## config.mk

```make
export PLATFORM = sky130hd
export DESIGN_NAME = dcr_top
export DESIGN_NICKNAME = d
export VERILOG_FILES = /design/src/hdl/dcr_pkg.sv /design/src/hdl/dcr_top.sv
export SDC_FILE = /design/constraint.sdc
export NUM_CORES = 1
export LEC_CHECK = 0
export BUFFER_PORTS_ARGS = -buffer_cell sky130_fd_sc_hd__buf_4
export CAP_MARGIN = 0
export CORE_ASPECT_RATIO = 0.7
export CORE_MARGIN = 1.5
export CORE_UTILIZATION = 50
export DETAILED_ROUTE_END_ITERATION = 10
export PLACE_DENSITY = 0.71
export SYNTH_ARGS = -nofsm -noshare
export SYNTH_HDL_FRONTEND = slang
export SYNTH_SLANG_ARGS = --single-unit
export TNS_END_PERCENT = 30
```

## constraint.sdc

```tcl
create_clock -name clock -period 1.3 [get_ports clock]
set_input_delay 0.065 -clock clock [delete_from_list [all_inputs] [get_ports clock]]
set_output_delay 0.065 -clock clock [all_outputs]
set_load 0.03 [all_outputs]
```

## src/hdl/dcr_pkg.sv

```systemverilog
/*
 * Package for the two-instance converter control block: register map,
 * field positions, reset values and decoded carrier types.
 * Assumes an 8-bit register port on a single system clock.
 */
package dcr_pkg;

    // ==========================================================
    // register map
    localparam logic [11:0] DCR_ONE_CTRL_ADDR  = 12'h88C;
    localparam logic [11:0] DCR_ONE_LEVEL_ADDR = 12'h88D;
    localparam logic [11:0] DCR_TWO_CTRL_ADDR  = 12'h890;
    localparam logic [11:0] DCR_TWO_LEVEL_ADDR = 12'h891;
    localparam logic [7:0]  DCR_CTRL_RESET     = 8'h00;
    localparam logic [7:0]  DCR_LEVEL_RESET    = 8'h00;
    localparam logic [7:0]  DCR_UNMAPPED_READ  = 8'h00;

    // ==========================================================
    // control field positions
    localparam int DCR_EN_BIT    = 7;
    localparam int DCR_RANGE_BIT = 6;
    localparam int DCR_OE_HI     = 5;
    localparam int DCR_OE_LO     = 4;
    localparam int DCR_POSREF_HI  = 3;
    localparam int DCR_POSREF_LO  = 2;
    localparam int DCR_NEGREF_BIT = 0;

    // writable bits per instance; bit 1 never holds
    localparam logic [7:0] DCR_ONE_CTRL_MASK = 8'hFD;
    localparam logic [7:0] DCR_TWO_CTRL_MASK = 8'h8D;

    // level code at or above this picks the high buffer range
    localparam logic [7:0] DCR_AUTO_RANGE_THRESH = 8'h80;

    // ==========================================================
    // encodings
    typedef enum logic [1:0] {
        DCR_OE_NONE_A = 2'b00,
        DCR_OE_FIRST  = 2'b01,
        DCR_OE_SECOND = 2'b10,
        DCR_OE_NONE_B = 2'b11
    } dcr_oe_t;

    typedef enum logic [1:0] {
        DCR_PREF_SUPPLY = 2'b00,
        DCR_PREF_EXT    = 2'b01,
        DCR_PREF_FIXED  = 2'b10,
        DCR_PREF_RSVD   = 2'b11
    } dcr_pref_t;

    // decoded steering for one converter ladder
    typedef struct packed {
        logic       enable;
        logic       pref_supply;
        logic       pref_ext;
        logic       pref_fixed;
        logic       nref_ext;
        logic [7:0] level_code;
    } dcr_ladder_t;

endpackage

```

## src/hdl/dcr_top.sv

```systemverilog
/*
 * Control logic for two 8-bit ladder converters: register file, reference
 * selects, pin enables and buffer range choice for the first instance.
 * Assumes a synchronous 8-bit register port and a sleep level from the
 * power controller, brought into the clock domain through a two-flop sync.
 */
// Strobed register access was chosen for this implementation.
`timescale 1ns/1ps

module dcr_top
    import dcr_pkg::*;
(
    // clock and reset
    input  wire logic        clock,
    input  wire logic        sys_rst,
    // register port
    input  wire logic [11:0] reg_addr,
    input  wire logic [7:0]  reg_wdata,
    input  wire logic        reg_wr,
    input  wire logic        reg_rd,
    output logic      [7:0]  reg_rdata,
    // device state and configuration
    input  wire logic        sleep_active,
    input  wire logic        auto_range_config_n,
    // first instance ladder and buffer
    output dcr_ladder_t      ladder_one,
    output logic             buffered_out_first,
    output logic             buffered_out_second,
    output logic             buffer_high_range,
    // second instance ladder, internal consumers only
    output dcr_ladder_t      ladder_two
);

    // ==========================================================
    // register file
    logic [7:0] one_ctrl_q, one_ctrl_d;
    logic [7:0] one_level_q, one_level_d;
    logic [7:0] two_ctrl_q, two_ctrl_d;
    logic [7:0] two_level_q, two_level_d;
    logic [7:0] rdata_d;

    // decoded ladder steering, shared by both instances
    function automatic dcr_ladder_t decode_ladder(input logic [7:0] ctrl,
                                                  input logic [7:0] level,
                                                  input logic       asleep);
        dcr_ladder_t l;
        dcr_pref_t   p;
        p             = dcr_pref_t'(ctrl[DCR_POSREF_HI:DCR_POSREF_LO]);
        l.enable      = ctrl[DCR_EN_BIT];
        // references dropped in sleep to save current
        l.pref_supply = !asleep && (p == DCR_PREF_SUPPLY);
        l.pref_ext    = !asleep && (p == DCR_PREF_EXT);
        l.pref_fixed  = !asleep && (p == DCR_PREF_FIXED);
        l.nref_ext    = !asleep && ctrl[DCR_NEGREF_BIT];
        l.level_code  = level;
        return l;
    endfunction

    always_comb
    begin
        one_ctrl_d  = one_ctrl_q;
        one_level_d = one_level_q;
        two_ctrl_d  = two_ctrl_q;
        two_level_d = two_level_q;
        // sleep does not touch the registers, so wake keeps them
        if (reg_wr)
        begin
            unique case (reg_addr)
                DCR_ONE_CTRL_ADDR:  one_ctrl_d  = reg_wdata & DCR_ONE_CTRL_MASK;
                DCR_ONE_LEVEL_ADDR: one_level_d = reg_wdata;
                DCR_TWO_CTRL_ADDR:  two_ctrl_d  = reg_wdata & DCR_TWO_CTRL_MASK;
                DCR_TWO_LEVEL_ADDR: two_level_d = reg_wdata;
                default:            ;
            endcase
        end
        rdata_d = DCR_UNMAPPED_READ;
        if (reg_rd)
        begin
            unique case (reg_addr)
                DCR_ONE_CTRL_ADDR:  rdata_d = one_ctrl_q;
                DCR_ONE_LEVEL_ADDR: rdata_d = one_level_q;
                DCR_TWO_CTRL_ADDR:  rdata_d = two_ctrl_q;
                DCR_TWO_LEVEL_ADDR: rdata_d = two_level_q;
                default:            rdata_d = DCR_UNMAPPED_READ;
            endcase
        end
    end

    always_ff @(posedge clock)
    begin
        if (sys_rst)
        begin
            one_ctrl_q  <= DCR_CTRL_RESET;
            one_level_q <= DCR_LEVEL_RESET;
            two_ctrl_q  <= DCR_CTRL_RESET;
            two_level_q <= DCR_LEVEL_RESET;
            reg_rdata   <= DCR_UNMAPPED_READ;
        end
        else
        begin
            one_ctrl_q  <= one_ctrl_d;
            one_level_q <= one_level_d;
            two_ctrl_q  <= two_ctrl_d;
            two_level_q <= two_level_d;
            reg_rdata   <= rdata_d;
        end
    end

    // ==========================================================
    // level inputs from outside the clock domain
    logic sleep_s1_q, sleep_s2_q;
    logic auto_s1_q, auto_s2_q;

    always_ff @(posedge clock)
    begin
        if (sys_rst)
        begin
            sleep_s1_q <= 1'b0;
            sleep_s2_q <= 1'b0;
            auto_s1_q  <= 1'b0;
            auto_s2_q  <= 1'b0;
        end
        else
        begin
            sleep_s1_q <= sleep_active;
            sleep_s2_q <= sleep_s1_q;
            auto_s1_q  <= auto_range_config_n;
            auto_s2_q  <= auto_s1_q;
        end
    end

    // ==========================================================
    // decoded outputs, all registered
    dcr_ladder_t ladder_one_d, ladder_two_d;
    logic        out_first_d, out_second_d, high_range_d;
    dcr_oe_t     oe_sel;

    always_comb
    begin
        ladder_one_d = decode_ladder(one_ctrl_q, one_level_q, sleep_s2_q);
        ladder_two_d = decode_ladder(two_ctrl_q, two_level_q, sleep_s2_q);
        oe_sel       = dcr_oe_t'(one_ctrl_q[DCR_OE_HI:DCR_OE_LO]);
        // pins only carry the buffer while the converter runs
        out_first_d  = one_ctrl_q[DCR_EN_BIT] && (oe_sel == DCR_OE_FIRST);
        out_second_d = one_ctrl_q[DCR_EN_BIT] && (oe_sel == DCR_OE_SECOND);
        // the range bit exists only on the first instance's buffer
        if (auto_s2_q)
            high_range_d = one_ctrl_q[DCR_RANGE_BIT];
        else
            high_range_d = one_level_q >= DCR_AUTO_RANGE_THRESH;
    end

    always_ff @(posedge clock)
    begin
        if (sys_rst)
        begin
            ladder_one          <= '0;
            ladder_two          <= '0;
            buffered_out_first  <= 1'b0;
            buffered_out_second <= 1'b0;
            buffer_high_range   <= 1'b0;
        end
        else
        begin
            ladder_one          <= ladder_one_d;
            ladder_two          <= ladder_two_d;
            buffered_out_first  <= out_first_d;
            buffered_out_second <= out_second_d;
            buffer_high_range   <= high_range_d;
        end
    end

    // ==========================================================
    // checks
    property p_enable_follows;
        @(posedge clock) disable iff (sys_rst)
        (reg_wr && reg_addr == DCR_ONE_CTRL_ADDR) |=> ##1
            (ladder_one.enable == $past(reg_wdata[DCR_EN_BIT], 2));
    endproperty
    a_enable_follows: assert property (p_enable_follows)
        else $error("first enable does not follow write");

    property p_manual_range;
        @(posedge clock) disable iff (sys_rst)
        (auto_s2_q && $stable(one_ctrl_q)) |=>
            (buffer_high_range == $past(one_ctrl_q[DCR_RANGE_BIT]));
    endproperty
    a_manual_range: assert property (p_manual_range)
        else $error("manual range not taken from range bit");

    property p_auto_range;
        @(posedge clock) disable iff (sys_rst)
        !auto_s2_q |=> (buffer_high_range ==
            ($past(one_level_q) >= DCR_AUTO_RANGE_THRESH));
    endproperty
    a_auto_range: assert property (p_auto_range)
        else $error("auto range not taken from level code");

    property p_one_pin;
        @(posedge clock) disable iff (sys_rst)
        !(buffered_out_first && buffered_out_second);
    endproperty
    a_one_pin: assert property (p_one_pin)
        else $error("both output pins driven");

    property p_pin_decode;
        @(posedge clock) disable iff (sys_rst)
        (one_ctrl_q[DCR_OE_HI:DCR_OE_LO] == DCR_OE_NONE_B) |=>
            (!buffered_out_first && !buffered_out_second);
    endproperty
    a_pin_decode: assert property (p_pin_decode)
        else $error("pin driven with code 11");

    property p_sleep_ref;
        @(posedge clock) disable iff (sys_rst)
        sleep_s2_q |=> !(ladder_one.pref_supply || ladder_one.pref_ext ||
                         ladder_one.pref_fixed || ladder_one.nref_ext ||
                         ladder_two.pref_supply || ladder_two.pref_ext ||
                         ladder_two.pref_fixed || ladder_two.nref_ext);
    endproperty
    a_sleep_ref: assert property (p_sleep_ref)
        else $error("reference active during sleep");

    property p_two_mask;
        @(posedge clock) disable iff (sys_rst)
        (two_ctrl_q & ~DCR_TWO_CTRL_MASK) == 8'h00;
    endproperty
    a_two_mask: assert property (p_two_mask)
        else $error("unimplemented second control bits set");

    property p_sleep_keeps;
        @(posedge clock) disable iff (sys_rst)
        (sleep_s2_q && !reg_wr) |=> $stable(one_level_q) && $stable(two_ctrl_q);
    endproperty
    a_sleep_keeps: assert property (p_sleep_keeps)
        else $error("register changed in sleep without a write");

    property p_level_read;
        @(posedge clock) disable iff (sys_rst)
        (reg_rd && reg_addr == DCR_ONE_LEVEL_ADDR) |=> reg_rdata == $past(one_level_q);
    endproperty
    a_level_read: assert property (p_level_read)
        else $error("level read back wrong");

    property p_first_pin;
        @(posedge clock) disable iff (sys_rst)
        (one_ctrl_q[DCR_EN_BIT] && one_ctrl_q[DCR_OE_HI:DCR_OE_LO] == DCR_OE_FIRST) |=>
            (buffered_out_first && !buffered_out_second);
    endproperty
    a_first_pin: assert property (p_first_pin)
        else $error("first pin not driven for code 01");

    property p_second_pin;
        @(posedge clock) disable iff (sys_rst)
        (one_ctrl_q[DCR_EN_BIT] && one_ctrl_q[DCR_OE_HI:DCR_OE_LO] == DCR_OE_SECOND) |=>
            (buffered_out_second && !buffered_out_first);
    endproperty
    a_second_pin: assert property (p_second_pin)
        else $error("second pin not driven for code 10");

    property p_disabled_pins;
        @(posedge clock) disable iff (sys_rst)
        !one_ctrl_q[DCR_EN_BIT] |=> !(buffered_out_first || buffered_out_second);
    endproperty
    a_disabled_pins: assert property (p_disabled_pins)
        else $error("pin driven while converter disabled");

    property p_enable_two;
        @(posedge clock) disable iff (sys_rst)
        (reg_wr && reg_addr == DCR_TWO_CTRL_ADDR) |=> ##1
            (ladder_two.enable == $past(reg_wdata[DCR_EN_BIT], 2));
    endproperty
    a_enable_two: assert property (p_enable_two)
        else $error("second enable does not follow write");

    property p_fixed_ref;
        @(posedge clock) disable iff (sys_rst)
        (!sleep_s2_q && one_ctrl_q[DCR_POSREF_HI:DCR_POSREF_LO] == DCR_PREF_FIXED) |=>
            (ladder_one.pref_fixed && !ladder_one.pref_supply && !ladder_one.pref_ext);
    endproperty
    a_fixed_ref: assert property (p_fixed_ref)
        else $error("fixed reference not selected for code 10");

    property p_reserved_ref;
        @(posedge clock) disable iff (sys_rst)
        (two_ctrl_q[DCR_POSREF_HI:DCR_POSREF_LO] == DCR_PREF_RSVD) |=>
            !(ladder_two.pref_supply || ladder_two.pref_ext || ladder_two.pref_fixed);
    endproperty
    a_reserved_ref: assert property (p_reserved_ref)
        else $error("reference selected for reserved code");

    property p_neg_ref;
        @(posedge clock) disable iff (sys_rst)
        !sleep_s2_q |=> (ladder_two.nref_ext == $past(two_ctrl_q[DCR_NEGREF_BIT]));
    endproperty
    a_neg_ref: assert property (p_neg_ref)
        else $error("second negative reference not from its bit");

    property p_reset_clears;
        @(posedge clock)
        sys_rst |=> (ladder_one == '0 && ladder_two == '0 &&
                     one_level_q == DCR_LEVEL_RESET && two_level_q == DCR_LEVEL_RESET &&
                     !buffered_out_first && !buffered_out_second);
    endproperty
    a_reset_clears: assert property (p_reset_clears)
        else $error("reset left converter state behind");

endmodule

```

==> flow_metrics.env <==
export IMPL_run_status="complete, no violations"
export IMPL_timing_critical_path_max_delay_family="simple AND/OR/NAND/NOR gates"
export IMPL_slew_headroom=0.754
export IMPL_timing_critical_path_mode_cell="buf_4"
export IMPL_holdCritStartpoint="reg_wdata[1]"
export IMPL_power_density_nw_per_um2=1200
export IMPL_static_leakage_power_nw=1.70
export IMPL_wl_per_cell_um=13.8
export IMPL_post_cts_resized_instances=0
export IMPL_post_place_ws_ns=-0.0208
export IMPL_register_to_register_path_setup_slack_ns=0.35
export IMPL_root_buffer_cell="clkbuf_8"
export IMPL_arrival_ns=1.24
export IMPL_fin_worst_skew_ns=0.00708
export IMPL_hold_violations=0
export IMPL_combinational_cell_fraction_of_total_power=0.055
export IMPL_post_synth_cell_area_avg_um2=11.3
export IMPL_synth_seq_area_share=0.517
export IMPL_route_detailed_vias_per_inst=4.88
export IMPL_syn_area_um2=2630
export IMPL_worst_ep_required_time_ns=1.56
export IMPL_die_width_um=89.7
export IMPL_hold_path_depth=3
export IMPL_worst_skew_pair_late_latency_ns=0.34
export IMPL_htree_levels=3
export IMPL_route_vias_total=1858
export IMPL_flow_area_growth_from_synthesis_pct=30.2
export IMPL_power_report_internal_total_mw=3.27
export IMPL_ys_ff_latch=68
export IMPL_clockBufferDepth=2
export IMPL_timing_reg2reg_worst_path_depth=3
export IMPL_final_common_cell="buf_4"
export IMPL_critPathLaunchType="primary input"
export IMPL_grt_resource_usage_total=0.205
export IMPL_diodes=0
export IMPL_synthDominantAreaCellType="dfxtp_1"
export IMPL_commonest_cells_after_routing_fill_and_taps_aside="buf_4 (75), dfxtp_1 (68), nand2b_1 (35), mux2i_1 (28), inv_1 (20)"
export IMPL_global_route_total_overflow=0
export IMPL_detail_route_first_pass_iterations=4
export IMPL_cp_cell_sequence="buf_4 -> nor4b_4 -> buf_4 -> and4_2 -> mux2i_1"
export IMPL_post_route_drc_count=0
export IMPL_post_detailed_route_count_of_antenna_violating_nets=0
export IMPL_synth_nets=259
export IMPL_grt_pass1_wl_um=8910
export IMPL_num_nets_final=334
export IMPL_count_of_port_buffers_added_during_placement=62
export IMPL_gp_congestion=0.822
export IMPL_switching_share=0.207
export IMPL_coreArea_um2=4910
export IMPL_min_to="one_level_q[1]"
export IMPL_worst_path_max_delay_cell="and4_2"
export IMPL_placementRows=21
export IMPL_dp_hpwl_um=3710
export IMPL_reg2reg_from="one_ctrl_q[2]"
export IMPL_critical_path_endpoint_type="flip-flop"
export IMPL_grt_max_degree=26
export IMPL_clkPwrFrac=0.437
export IMPL_timing_critical_path_depth=5
export IMPL_critical_path_n_buffers_inverters=2
export IMPL_timing_max_transition_violations_final=0
export IMPL_ios=63
export IMPL_clock_fmax_mhz=1020
export IMPL_initial_utilization=0.536
export IMPL_timing_final_crit_share=0.751
export IMPL_drt_iter0_drc=47
export IMPL_critPathKind="in -> reg"
export IMPL_clkTransAtPathRegs_ns=0.07
export IMPL_power_switching_mw=0.852
export IMPL_worst_ir_drop_vdd_v=0.000789
export IMPL_crit_reg2reg_capture="reg_rdata[2]"
export IMPL_hold_path_class="in -> reg"
export IMPL_cts_tree="built"
export IMPL_synthDistinctLibCells=28
export IMPL_fin_crit_ns=0.976
export IMPL_rsz0062_at_grt="no"
export IMPL_seqPwrFrac=0.508
export IMPL_drive_above_1_share=0.365
export IMPL_worst_path_largest_cell_delay_ns=0.39
export IMPL_cts_sinks=68
export IMPL_antenna_found_initial=0
export IMPL_finalWirelength_um=5270
export IMPL_tightest_slew_ns=0.369
export IMPL_first_global_vias=1809
export IMPL_critical_path_max_fanout=6
export IMPL_post_route_worst_setup_slack_ns=0.324
export IMPL_timing_final_setup_violations=0
export IMPL_synthesis_instances=233
export IMPL_yosys_area_top_type_share=0.517
export IMPL_floorplan_die_area_um2=5720
export IMPL_die_h_um=63.7
export IMPL_max_cap_violations=0
export IMPL_cts_inserted_buffers=9
export IMPL_total_power_mw=4.12
export IMPL_yosys_top_cells_area="dfxtp_1 (52%), mux2i_1 (11%), nand2b_1 (8.3%), mux2_2 (4.7%), nand4_1 (3.3%)"
export IMPL_synth_warnings=0
-- worst reg2reg max path, stage by stage, from the launching register on --
cell and delay, ns:
dfxtp_1 0.41, mux2_2 0.18, nand4_1 0.09, a21oi_1 0.20
-- how the worst max path moves through the flow --
stage                  start        endpoint  slack [ns]
5_1_grt        one_ctrl_q[2]    reg_rdata[2]        0.22
4_1_cts          reg_addr[9]  two_level_q[2]        0.33
2_1_floorplan    reg_addr[0]   one_ctrl_q[0]        0.25
3_3_place_gp     reg_addr[9]  two_level_q[6]       -0.01
3_5_place_dp     reg_addr[9]  two_level_q[2]       -0.02
6_report         reg_addr[9]  two_level_q[2]        0.32
-- cell families (layout without fill, tap and decap cells) --
group	after synthesis	in the layout	synth area share
buf+inv	34	113	0.0665
flops	68	68	0.517
mux	39	39	0.154
compound gates	9	9	0.0261
simple gates	83	83	0.237
-- routing by layer --
layer  GRT usage  vias up  share of wire
li1            -      937              -
met1       0.274      867           0.50
met2       0.306       47           0.44
met3      0.0737        7          0.056
met4      0.0714        0          0.010
met5           0        -              0
-- final cells by class --
class	instances	area, µm²
fillers	395	1490
repair buffers	78	603
multi-input cells	131	1100
inverters	20	75.1
clock inverters	5	77.6
well taps	69	86.3
flip-flops and latches	68	1360
clock buffers	10	128
-- power by group through the flow --
stage / clock (mW) / combinational, mW / sequential, mW
CTS: 1.85 / 0.225 / 2.09
finish: 1.80 / 0.225 / 2.10
detailed placement: 0 / 0.220 / 2.14
global placement: 0 / 0.219 / 2.14
global route: 1.94 / 0.242 / 2.09
floorplan: 0 / 0.109 / 2.15
-- repair_timing --
action | 4_1_cts | 5_1_grt
setup buffers | 0 | 0
hold buffers | 2 | 0
endpoints found under the hold margin | 2 | 0
endpoints found under the setup margin | 0 | 0
-- cells in the mapped netlist --
| master | instances |
|---|---|
| dfxtp_1 | 68 |
| nand2b_1 | 35 |
| mux2i_1 | 28 |
| inv_1 | 20 |
| nand4_1 | 14 |
| mux2_2 | 11 |
| a21oi_1 | 7 |
| nor2b_1 | 6 |
| nor3b_1 | 6 |
| buf_6 | 5 |
| clkbuf_1 | 5 |
| and2_1 | 3 |
| nand4_4 | 3 |
| nor2_1 | 3 |
| and4_2 | 2 |
| buf_2 | 2 |
| buf_4 | 2 |
| nor3_1 | 2 |
| nor4b_4 | 2 |
| a22oi_1 | 1 |
| and2_2 | 1 |
| and3b_1 | 1 |
| nand3_1 | 1 |
| nand4_2 | 1 |
| nor3_2 | 1 |
| nor3b_2 | 1 |
| o2111ai_4 | 1 |
| or2_2 | 1 |
-- flip-flops by register name, indices dropped and copies added (netlist names) --
register / count
one_ctrl_q: 7
ladder_two: 13
two_ctrl_q: 4
auto_s1_q: 1
buffered_out_second: 1
ladder_one: 13
reg_rdata: 8
buffer_high_range: 1
sleep_s2_q: 1
two_level_q: 8
sleep_s1_q: 1
buffered_out_first: 1
auto_s2_q: 1
one_level_q: 8
-- metrics by stage --
stage               std cells  area (µm²)  setup TNS (ns)  utilization  hold WS (ns)
global route              381        3430               0        0.697        0.0503
CTS                       381        3430               0        0.697        0.0154
finish                    381        3430               0        0.697        0.0223
floorplan                 233        2630               0            -         0.193
global placement          364        3200         -0.0120        0.652         0.277
detailed placement        364        3200         -0.0389        0.652         0.286
No activity file was read; power rests on OpenSTA's default activity.
